[config.mk]
export PLATFORM = sky130hd
export DESIGN_NAME = adcci_top
export DESIGN_NICKNAME = d
export VERILOG_FILES = /design/src/adcci_pkg.sv /design/src/adcci_prescaler.sv /design/src/adcci_top.sv
export SDC_FILE = /design/constraint.sdc
export NUM_CORES = 1
export LEC_CHECK = 0
export ABC_AREA = 0
export BUFFER_PORTS_ARGS = -buffer_cell sky130_fd_sc_hd__clkbuf_2
export CAP_MARGIN = 20
export CORE_ASPECT_RATIO = 0.5
export CORE_MARGIN = 10
export CORE_UTILIZATION = 30
export CTS_BUF_LIST = sky130_fd_sc_hd__clkbuf_8
export CTS_CLUSTER_DIAMETER = 50
export DETAILED_ROUTE_END_ITERATION = 6
export PLACE_DENSITY = 0.65
export SLEW_MARGIN = 20
export SYNTH_ARGS = -nofsm -noshare
export SYNTH_HDL_FRONTEND = slang
export SYNTH_SLANG_ARGS = --single-unit
[constraint.sdc]
create_clock -name i_clk_sys -period 2.5 [get_ports i_clk_sys]
set_input_delay 0.125 -clock i_clk_sys [delete_from_list [all_inputs] [get_ports i_clk_sys]]
set_output_delay 0.125 -clock i_clk_sys [all_outputs]
set_load 0.01 [all_outputs]
[src/adcci_pkg.sv]
// package: register map, field layout and constants of the converter control
package adcci_pkg;

  // ----------------------------------------------------------------
  // register indices (byte address = 4 * index)
  // ----------------------------------------------------------------
  localparam logic [15:0] IDX_CLK_CTRL   = 16'hff80;
  localparam logic [15:0] IDX_PIN_SEL    = 16'hff81;
  localparam logic [15:0] IDX_CONV_CTRL  = 16'hff82;
  localparam logic [15:0] IDX_RES_UPPER  = 16'hff83;
  localparam logic [15:0] IDX_RES_LOWER  = 16'hff84;
  localparam logic [15:0] IDX_IRQ_STATUS = 16'hff85;
  localparam logic [15:0] IDX_IRQ_CLEAR  = 16'hff86;
  localparam logic [15:0] IDX_IRQ_ENABLE = 16'hff87;
  localparam logic [15:0] IDX_IRQ_PRIO   = 16'hff88;

  // ----------------------------------------------------------------
  // field positions and reset values
  // ----------------------------------------------------------------
  localparam int          POS_GATE      = 3;
  localparam int          POS_DIV_HI    = 2;
  localparam int          POS_PIN_LO    = 4;
  localparam int          POS_START     = 7;
  localparam int          POS_DONE      = 7;
  localparam int          POS_IRQ_EN    = 7;
  localparam int          POS_PRIO_LO   = 6;
  localparam logic [2:0]  RST_DIV       = 3'h0;
  localparam logic        RST_GATE      = 1'h0;
  localparam logic [3:0]  RST_PINS      = 4'h0;
  localparam logic [1:0]  RST_CHANNEL   = 2'h0;
  localparam logic [1:0]  RST_PRIO      = 2'h0;
  localparam logic [2:0]  DIV_SLOW_OSC  = 3'h7;
  localparam int          DIV_TAPS      = 7;
  localparam logic [23:0] IRQ_VECTOR    = 24'h000024;

  // ----------------------------------------------------------------
  // carriers
  // ----------------------------------------------------------------
  typedef struct packed {
    logic       start;
    logic [1:0] channel;
    logic       clk_en;
  } adcci_conv_ctl_t;

  typedef struct packed {
    logic       valid;
    logic [9:0] data;
  } adcci_result_t;

endpackage : adcci_pkg

[src/adcci_prescaler.sv]
// prescaler: divided fast-clock enables and synchronised slow-clock edges
`timescale 1ns/10ps
module adcci_prescaler (
  input  wire logic       i_clk_sys,
  input  wire logic       i_reset_n,
  input  wire logic       i_slow_osc_clock,
  input  wire logic [2:0] i_div_select,
  output logic            o_tick
);

  // ----------------------------------------------------------------
  // free running counter and taps
  // ----------------------------------------------------------------
  logic [5:0]                     cnt_reg;
  logic [adcci_pkg::DIV_TAPS-1:0] tap;
  logic [2:0]                     slow_sync_reg;
  logic                           slow_level_reg;
  logic                           slow_edge;

  always_ff @(posedge i_clk_sys or negedge i_reset_n) begin
    if (!i_reset_n) begin
      cnt_reg <= 6'h00;
    end else begin
      cnt_reg <= cnt_reg + 6'h01;
    end
  end

  assign tap[0] = 1'b1;
  genvar g;
  generate
    for (g = 1; g < adcci_pkg::DIV_TAPS; g++) begin : g_tap
      assign tap[g] = &cnt_reg[g-1:0];
    end
  endgenerate

  // ----------------------------------------------------------------
  // slow oscillator pin: three flops, counted once stages agree
  // ----------------------------------------------------------------
  always_ff @(posedge i_clk_sys or negedge i_reset_n) begin
    if (!i_reset_n) begin
      slow_sync_reg  <= 3'h0;
      slow_level_reg <= 1'b0;
    end else begin
      slow_sync_reg <= {slow_sync_reg[1:0], i_slow_osc_clock};
      if (slow_sync_reg[1] == slow_sync_reg[2]) begin
        slow_level_reg <= slow_sync_reg[2];
      end
    end
  end

  assign slow_edge = (slow_sync_reg[1] == slow_sync_reg[2])
                     && slow_sync_reg[2] && !slow_level_reg;

  // select fast tap or slow edge
  always_comb begin
    if (i_div_select == adcci_pkg::DIV_SLOW_OSC) begin
      o_tick = slow_edge;
    end else begin
      o_tick = tap[i_div_select];
    end
  end

endmodule : adcci_prescaler

[src/adcci_top.sv]
// top: converter control registers, clock gate and completion interrupt
//
// Register access over Avalon-MM was left to the implementer.
`timescale 1ns/10ps
module adcci_top (
  input  wire logic                       i_clk_sys,
  input  wire logic                       i_reset_n,
  input  wire logic [17:0]                i_avs_address,
  input  wire logic                       i_avs_read,
  input  wire logic                       i_avs_write,
  input  wire logic [31:0]                i_avs_writedata,
  input  wire logic [3:0]                 i_avs_byteenable,
  output logic [31:0]                     o_avs_readdata,
  output logic                            o_avs_waitrequest,
  input  wire logic                       i_slow_osc_clock,
  input  wire logic                       i_cpu_mask_level_bit0,
  input  wire logic                       i_cpu_mask_level_bit1,
  input  wire adcci_pkg::adcci_result_t   i_result,
  output adcci_pkg::adcci_conv_ctl_t      o_conv_ctl,
  output logic [3:0]                      o_analog_pin_enable,
  output logic                            o_irq,
  output logic [23:0]                     o_irq_vector
);

  // ----------------------------------------------------------------
  // bus slave
  // ----------------------------------------------------------------
  logic        req;
  logic        ack_reg;
  logic        acc;
  logic        wr_acc;
  logic [15:0] idx;
  logic [7:0]  wbyte;
  logic [7:0]  rd_next;
  logic [31:0] readdata_reg;

  logic [2:0]  div_reg;
  logic        gate_reg;
  logic [3:0]  pins_reg;
  logic [1:0]  channel_reg;
  logic        start_reg;
  logic [9:0]  result_reg;
  logic        done_reg;
  logic        irq_en_reg;
  logic [1:0]  prio_reg;
  logic        tick;
  logic [1:0]  mask_level;

  function automatic logic hit(input logic [15:0] a, input logic [15:0] r);
    hit = (a == r);
  endfunction : hit

  assign req    = i_avs_read | i_avs_write;
  assign idx    = i_avs_address[17:2];
  assign acc    = req & ack_reg;
  assign wr_acc = acc & i_avs_write & i_avs_byteenable[0];
  assign wbyte  = i_avs_writedata[7:0];
  assign o_avs_waitrequest = req & !ack_reg;
  assign o_avs_readdata    = readdata_reg;

  always_ff @(posedge i_clk_sys or negedge i_reset_n) begin
    if (!i_reset_n) begin
      ack_reg <= 1'b0;
    end else begin
      ack_reg <= req & !ack_reg;
    end
  end

  always_comb begin
    rd_next = 8'h00;
    case (idx)
      adcci_pkg::IDX_CLK_CTRL:   rd_next = {4'h0, gate_reg, div_reg};
      adcci_pkg::IDX_PIN_SEL:    rd_next = {pins_reg, 4'h0};
      adcci_pkg::IDX_CONV_CTRL:  rd_next = {6'h00, channel_reg};
      adcci_pkg::IDX_RES_UPPER:  rd_next = result_reg[9:2];
      adcci_pkg::IDX_RES_LOWER:  rd_next = {6'h00, result_reg[1:0]};
      adcci_pkg::IDX_IRQ_STATUS: rd_next = {done_reg, 7'h00};
      adcci_pkg::IDX_IRQ_ENABLE: rd_next = {irq_en_reg, 7'h00};
      adcci_pkg::IDX_IRQ_PRIO:   rd_next = {prio_reg, 6'h00};
      default:                   rd_next = 8'h00;
    endcase
  end

  always_ff @(posedge i_clk_sys or negedge i_reset_n) begin
    if (!i_reset_n) begin
      readdata_reg <= 32'h00000000;
    end else if (i_avs_read && !ack_reg) begin
      readdata_reg <= {24'h000000, rd_next};
    end
  end

  // ----------------------------------------------------------------
  // clock control and pin select
  // ----------------------------------------------------------------
  always_ff @(posedge i_clk_sys or negedge i_reset_n) begin
    if (!i_reset_n) begin
      div_reg  <= adcci_pkg::RST_DIV;
      gate_reg <= adcci_pkg::RST_GATE;
    end else if (wr_acc && hit(idx, adcci_pkg::IDX_CLK_CTRL)) begin
      div_reg  <= wbyte[adcci_pkg::POS_DIV_HI:0];
      gate_reg <= wbyte[adcci_pkg::POS_GATE];
    end
  end

  always_ff @(posedge i_clk_sys or negedge i_reset_n) begin
    if (!i_reset_n) begin
      pins_reg <= adcci_pkg::RST_PINS;
    end else if (wr_acc && hit(idx, adcci_pkg::IDX_PIN_SEL)) begin
      pins_reg <= wbyte[adcci_pkg::POS_PIN_LO +: 4];
    end
  end

  adcci_prescaler u_prescaler (
    .i_clk_sys        (i_clk_sys),
    .i_reset_n        (i_reset_n),
    .i_slow_osc_clock (i_slow_osc_clock),
    .i_div_select     (div_reg),
    .o_tick           (tick)
  );

  // ----------------------------------------------------------------
  // conversion control
  // ----------------------------------------------------------------
  always_ff @(posedge i_clk_sys or negedge i_reset_n) begin
    if (!i_reset_n) begin
      channel_reg <= adcci_pkg::RST_CHANNEL;
    end else if (wr_acc && hit(idx, adcci_pkg::IDX_CONV_CTRL)) begin
      channel_reg <= wbyte[1:0];
    end
  end

  always_ff @(posedge i_clk_sys or negedge i_reset_n) begin
    if (!i_reset_n) begin
      start_reg <= 1'b0;
    end else begin
      start_reg <= wr_acc && hit(idx, adcci_pkg::IDX_CONV_CTRL)
                   && wbyte[adcci_pkg::POS_START];
    end
  end

  // clock is expected running while starting or converting
  assign o_conv_ctl.start   = start_reg;
  assign o_conv_ctl.channel = channel_reg;
  assign o_conv_ctl.clk_en  = gate_reg & tick;
  assign o_analog_pin_enable = pins_reg;

  always_ff @(posedge i_clk_sys or negedge i_reset_n) begin
    if (!i_reset_n) begin
      result_reg <= 10'h000;
    end else if (i_result.valid) begin
      result_reg <= i_result.data;
    end
  end

  // ----------------------------------------------------------------
  // completion flag and interrupt
  // ----------------------------------------------------------------
  always_ff @(posedge i_clk_sys or negedge i_reset_n) begin
    if (!i_reset_n) begin
      done_reg <= 1'b0;
    end else if (i_result.valid) begin
      done_reg <= 1'b1;
    end else if (wr_acc && wbyte[adcci_pkg::POS_DONE]
                 && (hit(idx, adcci_pkg::IDX_IRQ_STATUS)
                     || hit(idx, adcci_pkg::IDX_IRQ_CLEAR))) begin
      done_reg <= 1'b0;
    end
  end

  always_ff @(posedge i_clk_sys or negedge i_reset_n) begin
    if (!i_reset_n) begin
      irq_en_reg <= 1'b0;
      prio_reg   <= adcci_pkg::RST_PRIO;
    end else if (wr_acc && hit(idx, adcci_pkg::IDX_IRQ_ENABLE)) begin
      irq_en_reg <= wbyte[adcci_pkg::POS_IRQ_EN];
    end else if (wr_acc && hit(idx, adcci_pkg::IDX_IRQ_PRIO)) begin
      prio_reg <= wbyte[adcci_pkg::POS_PRIO_LO +: 2];
    end
  end

  assign mask_level   = {i_cpu_mask_level_bit1, i_cpu_mask_level_bit0};
  assign o_irq        = done_reg & irq_en_reg
                        & (prio_reg > mask_level);
  assign o_irq_vector = adcci_pkg::IRQ_VECTOR;
endmodule : adcci_top

=== Word level (Yosys, flattened, before mapping) ===
Index checks and enable logic that the tools add are counted.

* Eq/ne operators: 11
* Reductions and logical operators: 21
* Bitwise operators: 9
* $add $sub $neg: 1
* Order comparisons: 2
* Mux-type cells: 6

{| class="wikitable"
|+ Operators by type and width
! kind !! number
|-
| == test 16 bit (second input constant) || 9
|-
| case mux 8 bit (8 select lines) || 1
|-
| logical AND 1 bit || 11
|-
| AND 1 bit || 7
|-
| adder 6 x 1 -> 6 bit (second input constant) || 1
|-
| AND reduction 6 bit || 1
|-
| AND reduction 5 bit || 1
|-
| less-than comparator 3 x 4 -> 1 bit (second input constant) || 1
|-
| 2-to-1 mux 1 bit || 4
|-
| AND reduction 2 bit || 2
|-
| AND reduction 4 bit || 1
|-
| binary-select mux 1 bit (select 3 bit) || 1
|-
| == test 3 bit (second input constant) || 1
|-
| AND reduction 3 bit || 1
|-
| > comparator 2 bit || 1
|-
| zero test 1 bit || 2
|-
| nonzero test 2 bit || 1
|-
| == test 1 bit || 1
|-
| logical OR 1 bit || 1
|-
| inverter 1 bit || 1
|-
| OR 1 bit || 1
|}

* Word-level logic and storage cells: 64
* Output and inout bits: 66
* Register bits: 44

=== Depth between registers and ports, before layout ===
Gate-level depths: netlist (run 1).

* Word-level depth: 8
* Gate-level depth with buffers: 7
* Depth with buffers taken out: 7

=== Hierarchy ===
From an unflattened synthesis (run 1), not the netlist that was laid out.

* Cell total of the unflattened synthesis: 222
* Area, all modules: 2,468.6 um2

{| class="wikitable"
|+ By module, submodules not included
! module !! cells each !! instances !! area an instance (um2) !! sequential area each (um2)
|-
| adcci_top || 190 || 1 || 2,039.5 || 850.8
|-
| adcci_prescaler || 32 || 1 || 429.2 || 250.2
|}

=== Worst setup path before layout (run 1) ===
Ideal clock, no wire load.

* Kind: in2reg
* Start point: in i_avs_address[7]
* End point: reg pins_reg[0], in the netlist o_analog_pin_enable[0]
* Stages: 4
* Data required time: 2.375 ns
* Library setup time: 0.125 ns
* Data arrival time: 1.572 ns
* Slack: 0.804 ns
* Cell sequence: or4b_4 > nor4_4 > nand4b_1 > mux2_2

* Cells in the longest elaborated chain, start to end: 2

{| class="wikitable"
|+ RTL lines
! item !! line !! text
|-
| start, declared || adcci_top.sv:8 || <nowiki>input wire logic [17:0] i_avs_address,</nowiki>
|-
| == test 16 bit || adcci_top.sv:50 || <nowiki>hit = (a == r);</nowiki>
|-
| logical AND 1 bit || adcci_top.sv:108 || <nowiki>end else if (wr_acc && hit(idx, adcci_pkg::IDX_PIN_SEL)) begin</nowiki>
|-
| end signal, assigned || adcci_top.sv:107 || <nowiki>pins_reg <= adcci_pkg::RST_PINS;</nowiki>
|-
| end signal, assigned || adcci_top.sv:109 || <nowiki>pins_reg <= wbyte[adcci_pkg::POS_PIN_LO +: 4];</nowiki>
|-
| end, declared || adcci_top.sv:39 || <nowiki>logic [3:0] pins_reg;</nowiki>
|}

Every way passes these cells.
A chain may end at the register's enable or synchronous reset.

==> impl_metrics.yaml, run 1 <==
status:
  status: "finished clean"
setup_path:
  path_class: "flop to output port"
  critPathRequiredTime_ns: 2.38
  arrival_ns: 2.05
  crit_fanout: 4
  startpoint_type: "flop"
  crit_path_end_kind: "output port"
final_layout:
  nNetsFinal: 364
  largest_reg_flops: 10
  stdcell_area_sq_mm: 0.002800
  final_cells: 399
  drive_gt1_share_pct: 34.84
  syn2layout_area_growth_pct: 14.13
  antenna_cells: 0
  utilization_pct: 35.13
route:
  vias: 1659
  wl_per_cell_um: 14.22
  drc: 0
  final_antenna_net_count: 0
  avgViaCountPerCell: 4.158
  firstDrtPassIters: 4
  routed_wl_um: 5672
  first_iter_violations: 40
synthesis:
  synth_commonest_cells: "49 x buf_4, 44 x dfrtp_1, 26 x mux2_2, 15 x nand2_1, 11 x o21ai_0"
  synth-async-reset-ratio_pct: 100.0
  synth_edf_count: 0
  synthTopCellsByArea: "dfrtp_1 45%, buf_4 15%, mux2_2 12%, ha_1 3.1%, nand2_1 2.3%"
  synth_cell_types: 40
  yosys.cell_count.top_type: "buf_4"
  yosys_warnings: 0
  synth_area_leader_cell: "dfrtp_1"
  syn_inst: 225
  synthDominantCellAreaShare_pct: 44.88
  netlist_area_sq_mm: 0.002454
  yosysSeqAreaShare_pct: 44.88
  syn_area_per_cell_sq_um: 10.90
  ys_ff_latch: 44
  synth_flop_cell: "dfrtp_1"
power_and_ir_drop:
  peakVddDrop_mv: 0.1923
  power_frac_seq_pct: 53.9
  power_per_cell_area_mw_per_mm2: 495.5
  p_sw_mw: 0.3649
  power.leakage_nw: 1.402
  switching_share_pct: 26.30
  p_int_mw: 1.023
  total_power_mw: 1.388
  p_comb_share_pct: 12.3
  clock_power_share_pct: 33.9
floorplanning:
  start_util_pct: 30.78
  die-area_sq_mm: 0.01242
  io_pins: 138
  die_w_um: 147.9
  coreArea_sq_mm: 0.007971
  die_y_um: 83.95
  rows: 23
grt:
  gr-total-overflow: 0
  grt_pass1_wl_um: 9280
  grt_start_max_net_pins: 45
  grt_pass1_vias: 1791
  grt_use_total_pct: 8.957
  antenna_found_initial: 0
placement:
  placed_cells: 389
  portBuffers: 60
  dp_slack_ns: 0.4424
  hpwl_um: 4628
  placed_area_sq_mm: 0.002683
  gp_congestion: 0.7912
timing:
  hold_ws_ns: 0.05032
  max_freq_ghz: 0.4591
  grt_setup_unrepaired: "no"
  hold_viol: 0
  period_share_pct: 87.13
  setup_violations: 0
  setup_ws_ns: 0.3217
  slew_headroom_pct: 62.22
  report.final.slew_viol_count: 0
  fin_crit_ns: 2.178
  worstMarginPinSlew_ns: 0.5668
  fin_tns_setup_ns: 0
  finClkSkew_ns: 0.01149
cts:
  clk_latency_ns: 0.30
  cts_resized: 0
  cts_tree: "built"
  clock-root-buffer: "clkbuf_8"
  clk_pin_slew_ns: 0.09
  cts_buffers: 5
  numClockSinks: 44
  clk_path_buf_depth: 2
  h-tree-depth: 2
hold_path:
  hp-class: "input pin to flop"
job:
  max-cap-violations: 0
logic make-up after synthesis:
family / synth area share [%]
XOR/XNOR: 1.071
buffers and inverters: 16.73
AO/OA/AOI/OAI: 7.139
AND/OR/NAND/NOR: 13.56
flip-flops: 44.88
multiplexers: 13.26
adder cells (fa/ha/maj): 3.060
other: 0.3061
layout by cell type (no fill, tap or decap), types with 2 or more instances in the layout:
cell and instances:
nand4b_1 2, nor3_1 2, xor2_1 2, clkinvlp_4 2, o32a_1 2, nand4_1 4
clkbuf_2 60, clkbuf_8 6, nand2_1 15, inv_1 5, a22oi_1 6, nor2_1 4
dlygate4sd3_1 2, nor2b_1 8, nand3_1 8, ha_1 6, conb_1 48, and2_1 2
dfrtp_1 44, mux2_2 26, nand2b_1 2, o21ai_0 11
metal layers:
metal	share of wire (%)	global-route usage, %	up-vias
met4	1.0	3.220	0
met5	0	0	-
li1	-	-	806
met2	49	14.90	56
met1	40	9.969	792
met3	10	3.950	5
layout make-up:
cell class | count | area (sq um)
inverters | 5 | 18.77
clock buffers | 6 | 82.58
flip-flops and latches | 44 | 1101
multi-input cells | 167 | 1115
well taps | 112 | 140.1
repair buffers | 63 | 327.8
fillers | 830 | 5171
clock inverters | 2 | 15.01
power by group through the flow:
stage	clock (mW)	sequential, mW	combinational [mW]
3_3_place_gp	0	0.761	0.162
4_1_cts	0.484	0.748	0.167
2_1_floorplan	0	0.757	0.155
5_1_grt	0.514	0.752	0.193
3_5_place_dp	0	0.762	0.164
6_report	0.470	0.748	0.170
path summary, 6_finish.rpt:
kind / start / to / slack (ns) / depth (start not counted)
worst max-delay path: u_prescaler.cnt_reg[0] / o_conv_ctl[0] / 0.32 / 8
worst min-delay path: i_avs_writedata[3] / gate_reg / 0.05 / 2
worst max register to register: ack_reg / o_analog_pin_enable[0] / 0.80 / 4
worst min register to register: u_prescaler.slow_sync_reg[0] / u_prescaler.slow_sync_reg[1] / 0.36 / 0
max in group asynchronous: i_reset_n / o_avs_readdata[5] / 1.67 / 3
min in group asynchronous: i_reset_n / div_reg[1] / 0.44 / 3
critical path, cell delays in order, from the launching register on:
cell and delay, ns:
dfrtp_1 0.42, ha_1 0.25, nand3_1 0.12, inv_1 0.05, ha_1 0.17, mux4_2 0.46
nand3_1 0.10, nand2_1 0.06, clkbuf_2 0.12
timing repair:
action,4_1_cts,5_1_grt
buffers inserted,0,0
hold buffers,2,0
hold endpoints to repair,45,0
Power figures use the tool's default switching activity.
==> run 2: changes to the inputs <==
Settings changed: CORE_UTILIZATION 30 to 35, PLACE_DENSITY 0.65 to 0.73.
==> impl_metrics.yaml, run 2 (synthesis results as in run 1) <==
floorplanning:
  coreArea_sq_mm: 0.006753
  die_y_um: 79.21
  die_w_um: 138.4
  rows: 21
  die-area_sq_mm: 0.01096
  io_pins: 138
  start_util_pct: 36.34
placement:
  portBuffers: 60
  hpwl_um: 4589
  gp_congestion: 0.7871
final_layout:
  nNetsFinal: 365
  antenna_cells: 0
  layout_common_cells: "60 x clkbuf_2, 48 x conb_1, 44 x dfrtp_1, 26 x mux2_2, 15 x nand2_1"
  layout_commonest_cell: "clkbuf_2"
  utilization_pct: 41.19
  largest_reg_flops: 10
  fillerInstances: 674
  drive_gt1_share_pct: 34.84
  syn2layout_area_growth_pct: 13.36
power_and_ir_drop:
  total_power_mw: 1.401
  power_per_cell_area_mw_per_mm2: 503.7
  power.leakage_nw: 1.413
  peakVddDrop_mv: 0.2049
timing:
  setup_violations: 0
  max_freq_ghz: 0.4663
  slew_headroom_pct: 54.21
  fin_tns_setup_ns: 0
  grt_setup_unrepaired: "no"
  report.final.slew_viol_count: 0
  hold_viol: 0
  finClkSkew_ns: 0.005643
  worstMarginPinSlew_ns: 0.6869
  period_share_pct: 85.79
  fin_crit_ns: 2.145
route:
  vias: 1683
  drc: 0
  final_antenna_net_count: 0
  firstDrtPassIters: 4
  wl_per_cell_um: 14.75
  routed_wl_um: 5591
  avgViaCountPerCell: 4.441
  first_iter_violations: 101
grt:
  grt_pass1_vias: 1741
  grt_pass1_wl_um: 8983
  antenna_found_initial: 0
  grt_use_total_pct: 9.843
  gr-total-overflow: 0
  grt_start_max_net_pins: 29
setup_path:
  slowest_delay_ns: 0.46
  startpoint_type: "flop"
  crit_fanout: 4
  ff2ff_setup_slack_ns: 0.81
  path_cells: "ha_1, nand3_1, inv_1, ha_1, mux4_2, nand3_1, nand2_1, clkbuf_2"
  crit_slowest_cell: "mux4_2"
  crit_path_end_kind: "output port"
  crit_buf_inv: 2
  path_class: "flop to output port"
  arrival_ns: 2.02
  critPathRequiredTime_ns: 2.38
  cpLargestDelayFamily: "multiplexers"
cts:
  clk_latency_ns: 0.30
  hold_buffers: 2
  cts_tree: "built"
  cts_buffers: 5
  h-tree-depth: 2
  clk_path_buf_depth: 2
  clock-root-buffer: "clkbuf_8"
  clk_pin_slew_ns: 0.08
  cts_resized: 0
  numClockSinks: 44
  postCtsSetupRepairBufs: 0
job:
  max-cap-violations: 0
hold_path:
  hp-class: "input pin to flop"
status:
  status: "finished clean"
==> run 2: changes by cell type in the layout (fill, tap and decap cells not counted), sizes merged <==
cell      change
buf           +1
clkinvlp      -2
clkbuf        +1
==> run 2: final timing paths <==
| check | start | endpoint | cells after the start |
|---|---|---|---|
| max | u_prescaler.cnt_reg[0] | o_conv_ctl[0] | 8 |
| min reg2reg | u_prescaler.slow_sync_reg[0] | u_prescaler.slow_sync_reg[1] | 0 |
| max in group asynchronous | i_reset_n | result_reg[9] | 3 |
| max reg2reg | ack_reg | o_analog_pin_enable[3] | 4 |
| min | i_result[0] | result_reg[0] | 2 |
| min in group asynchronous | i_reset_n | channel_reg[1] | 2 |
==> run 2: cell type report <==
cell class	instances	area [sq um]	area share, %
sequential	44	1101	39.59
clock buffer	7	96.34	3.464
tap	92	115.1	4.139
multi-input combinational	167	1115	40.08
timing repair buffer	64	335.3	12.06
inverter	5	18.77	0.6748
==> run 2: metrics by stage <==
| stage | area (sq um) | hold slack, ns | cells | setup WS [ns] |
|---|---|---|---|---|
| finish | 2781 | 0.04960 | 379 | 0.3554 |
| global route | 2781 | 0.04552 | 379 | 0.2456 |
| CTS | 2781 | 0.05225 | 379 | 0.3445 |
| detailed placement | 2665 | 0.1905 | 370 | 0.4459 |
| global placement | 2665 | 0.1838 | 370 | 0.4291 |
| floorplan | 2626 | -0.1706 | 271 | 0.8037 |
==> run 2: layer usage <==
metal  wire length (um)  part of all wire (%)  global-route usage (%)  vias up
met2               2541                    45                   15.48       70
met1               2276                    41                   10.86      792
li1                   -                     -                       -      815
met4                 87                   1.6                   4.184        0
met3                685                    12                   5.582        6
met5                  0                     0                       0        -
==> run 2: where the power goes <==
group	leakage, nW	internal (mW)	switching (mW)
logic	0.802	0.0659	0.105
clock network	0.0503	0.246	0.236
registers	0.561	0.734	0.0142
total	1.41	1.05	0.355
==> run 3: changes to the inputs <==
Settings changed: BUFFER_PORTS_ARGS -buffer_cell sky130_fd_sc_hd__clkbuf_2 to -buffer_cell sky130_fd_sc_hd__buf_2, PLACE_DENSITY 0.73 to 0.74, SLEW_MARGIN 20 to unset.
==> impl_metrics.yaml, run 3 (synthesis results as in run 1) <==
status:
  status: "finished clean"
floorplanning:
  die_w_um: 138.4
  io_pins: 138
  start_util_pct: 36.34
  coreArea_sq_mm: 0.006753
  die-area_sq_mm: 0.01096
  die_y_um: 79.21
  rows: 21
hold_path:
  hp-class: "input pin to flop"
timing:
  grt_setup_unrepaired: "no"
  fin_tns_setup_ns: 0
  setup_violations: 0
  hold_ws_ns: 0.05851
  hold_viol: 0
  finClkSkew_ns: 0.01077
  report.final.slew_viol_count: 0
  fin_crit_ns: 2.133
  max_freq_ghz: 0.4688
  period_share_pct: 85.32
setup_path:
  cpLargestDelayFamily: "multiplexers"
  slowest_delay_ns: 0.46
  crit_slowest_cell: "mux4_2"
  startpoint_type: "flop"
  crit_buf_inv: 2
  path_class: "flop to output port"
  crit_fanout: 4
  critPathRequiredTime_ns: 2.38
  arrival_ns: 2.01
  path_cells: "ha_1, nand3_1, inv_1, ha_1, mux4_2, nand3_1, nand2_1, buf_2"
  crit_path_end_kind: "output port"
cts:
  clock-root-buffer: "clkbuf_8"
  cts_tree: "built"
  clk_latency_ns: 0.29
  clk_pin_slew_ns: 0.09
  postCtsSetupRepairBufs: 0
  h-tree-depth: 2
  clk_path_buf_depth: 2
  cts_buffers: 5
  numClockSinks: 44
route:
  firstDrtPassIters: 7
  routed_wl_um: 5517
  wl_per_cell_um: 14.56
  vias: 1705
  avgViaCountPerCell: 4.499
  drc: 0
  first_iter_violations: 76
  final_antenna_net_count: 0
power_and_ir_drop:
  total_power_mw: 1.443
  peakVddDrop_mv: 0.2497
  power_per_cell_area_mw_per_mm2: 515.7
  power.leakage_nw: 1.429
grt:
  grt_pass1_wl_um: 8852
  grt_use_total_pct: 9.608
  antenna_found_initial: 1
  grt_pass1_vias: 1796
  gr-total-overflow: 0
  grt_start_max_net_pins: 45
placement:
  portBuffers: 60
  gp_congestion: 0.7733
  hpwl_um: 4508
final_layout:
  layout_common_cells: "60 x buf_2, 48 x conb_1, 44 x dfrtp_1, 26 x mux2_2, 15 x nand2_1"
  drive_gt1_share_pct: 34.49
  fillerInstances: 651
  syn2layout_area_growth_pct: 14.02
  largest_reg_flops: 10
  utilization_pct: 41.43
  nNetsFinal: 364
  layout_commonest_cell: "buf_2"
  antenna_cells: 0
job:
  max-cap-violations: 0
-- run 3: cell types whose count changed in the layout (fill, tap and decap cells not counted) --
cell	before	now
inv_1	5	6
clkinv_2	0	1
buf_4	2	0
buf_12	0	1
clkbuf_2	60	0
clkbuf_8	7	5
buf_2	0	60
bufinv_16	0	1
-- run 3: final cells by class --
class,instances,area [sq um],share of cell area (%)
multi-input cells,167,1115,39.85
flip-flops and latches,44,1101,39.36
repair buffers,63,340.3,12.16
well taps,92,115.1,4.114
clock buffers,5,68.82,2.460
clock inverters,3,38.79,1.386
inverters,5,18.77,0.6708
-- run 3: through the flow --
stage	setup slack, ns	std cells	area, sq um
2_1_floorplan	0.8037	271	2626
6_report	0.3671	379	2798
4_1_cts	0.3494	377	2768
3_3_place_gp	0.4385	368	2650
3_5_place_dp	0.4329	368	2650
5_1_grt	0.2276	379	2798
-- run 3: power breakdown --
| group | total, mW | leakage [nW] | internal [mW] | switching [mW] |
|---|---|---|---|---|
| Combinational | 0.172 | 0.809 | 0.0673 | 0.105 |
| Sequential | 0.749 | 0.561 | 0.734 | 0.0146 |
| Clock | 0.522 | 0.0593 | 0.292 | 0.229 |
| Total | 1.44 | 1.43 | 1.09 | 0.349 |
-- run 3: routing by layer --
layer	vias to the layer above	routed length (um)	GRT usage (%)	part of all wire, %
met3	5	684	4.691	12
met1	812	2090	10.01	38
met4	0	63	3.766	1.1
met5	-	0	0	0
met2	77	2679	16.67	49
li1	811	-	-	-
-- run 3: timing repair --
item,in CTS,in global routing
resized for setup,0,0
hold buffers,1,1
endpoints found under the hold margin,1,44
-- run 3: worst register-to-register path: stages, from the launching register on --
cell      delay, ns
dfrtp_1        0.39
nand3_1        0.12
nor4_4         0.37
nand4b_1       0.36
mux2_2         0.37
-- run 3: worst paths after layout --
path	start	endpoint	slack, ns	cells past startpoint
max	u_prescaler.cnt_reg[0]	o_conv_ctl[0]	0.37	8
min	i_avs_writedata[3]	gate_reg	0.06	2
max reg2reg	ack_reg	o_analog_pin_enable[3]	0.79	4
min reg2reg	u_prescaler.slow_sync_reg[0]	u_prescaler.slow_sync_reg[1]	0.35	0
max in group asynchronous	i_reset_n	start_reg	1.93	3
min in group asynchronous	i_reset_n	u_prescaler.slow_sync_reg[1]	0.17	2
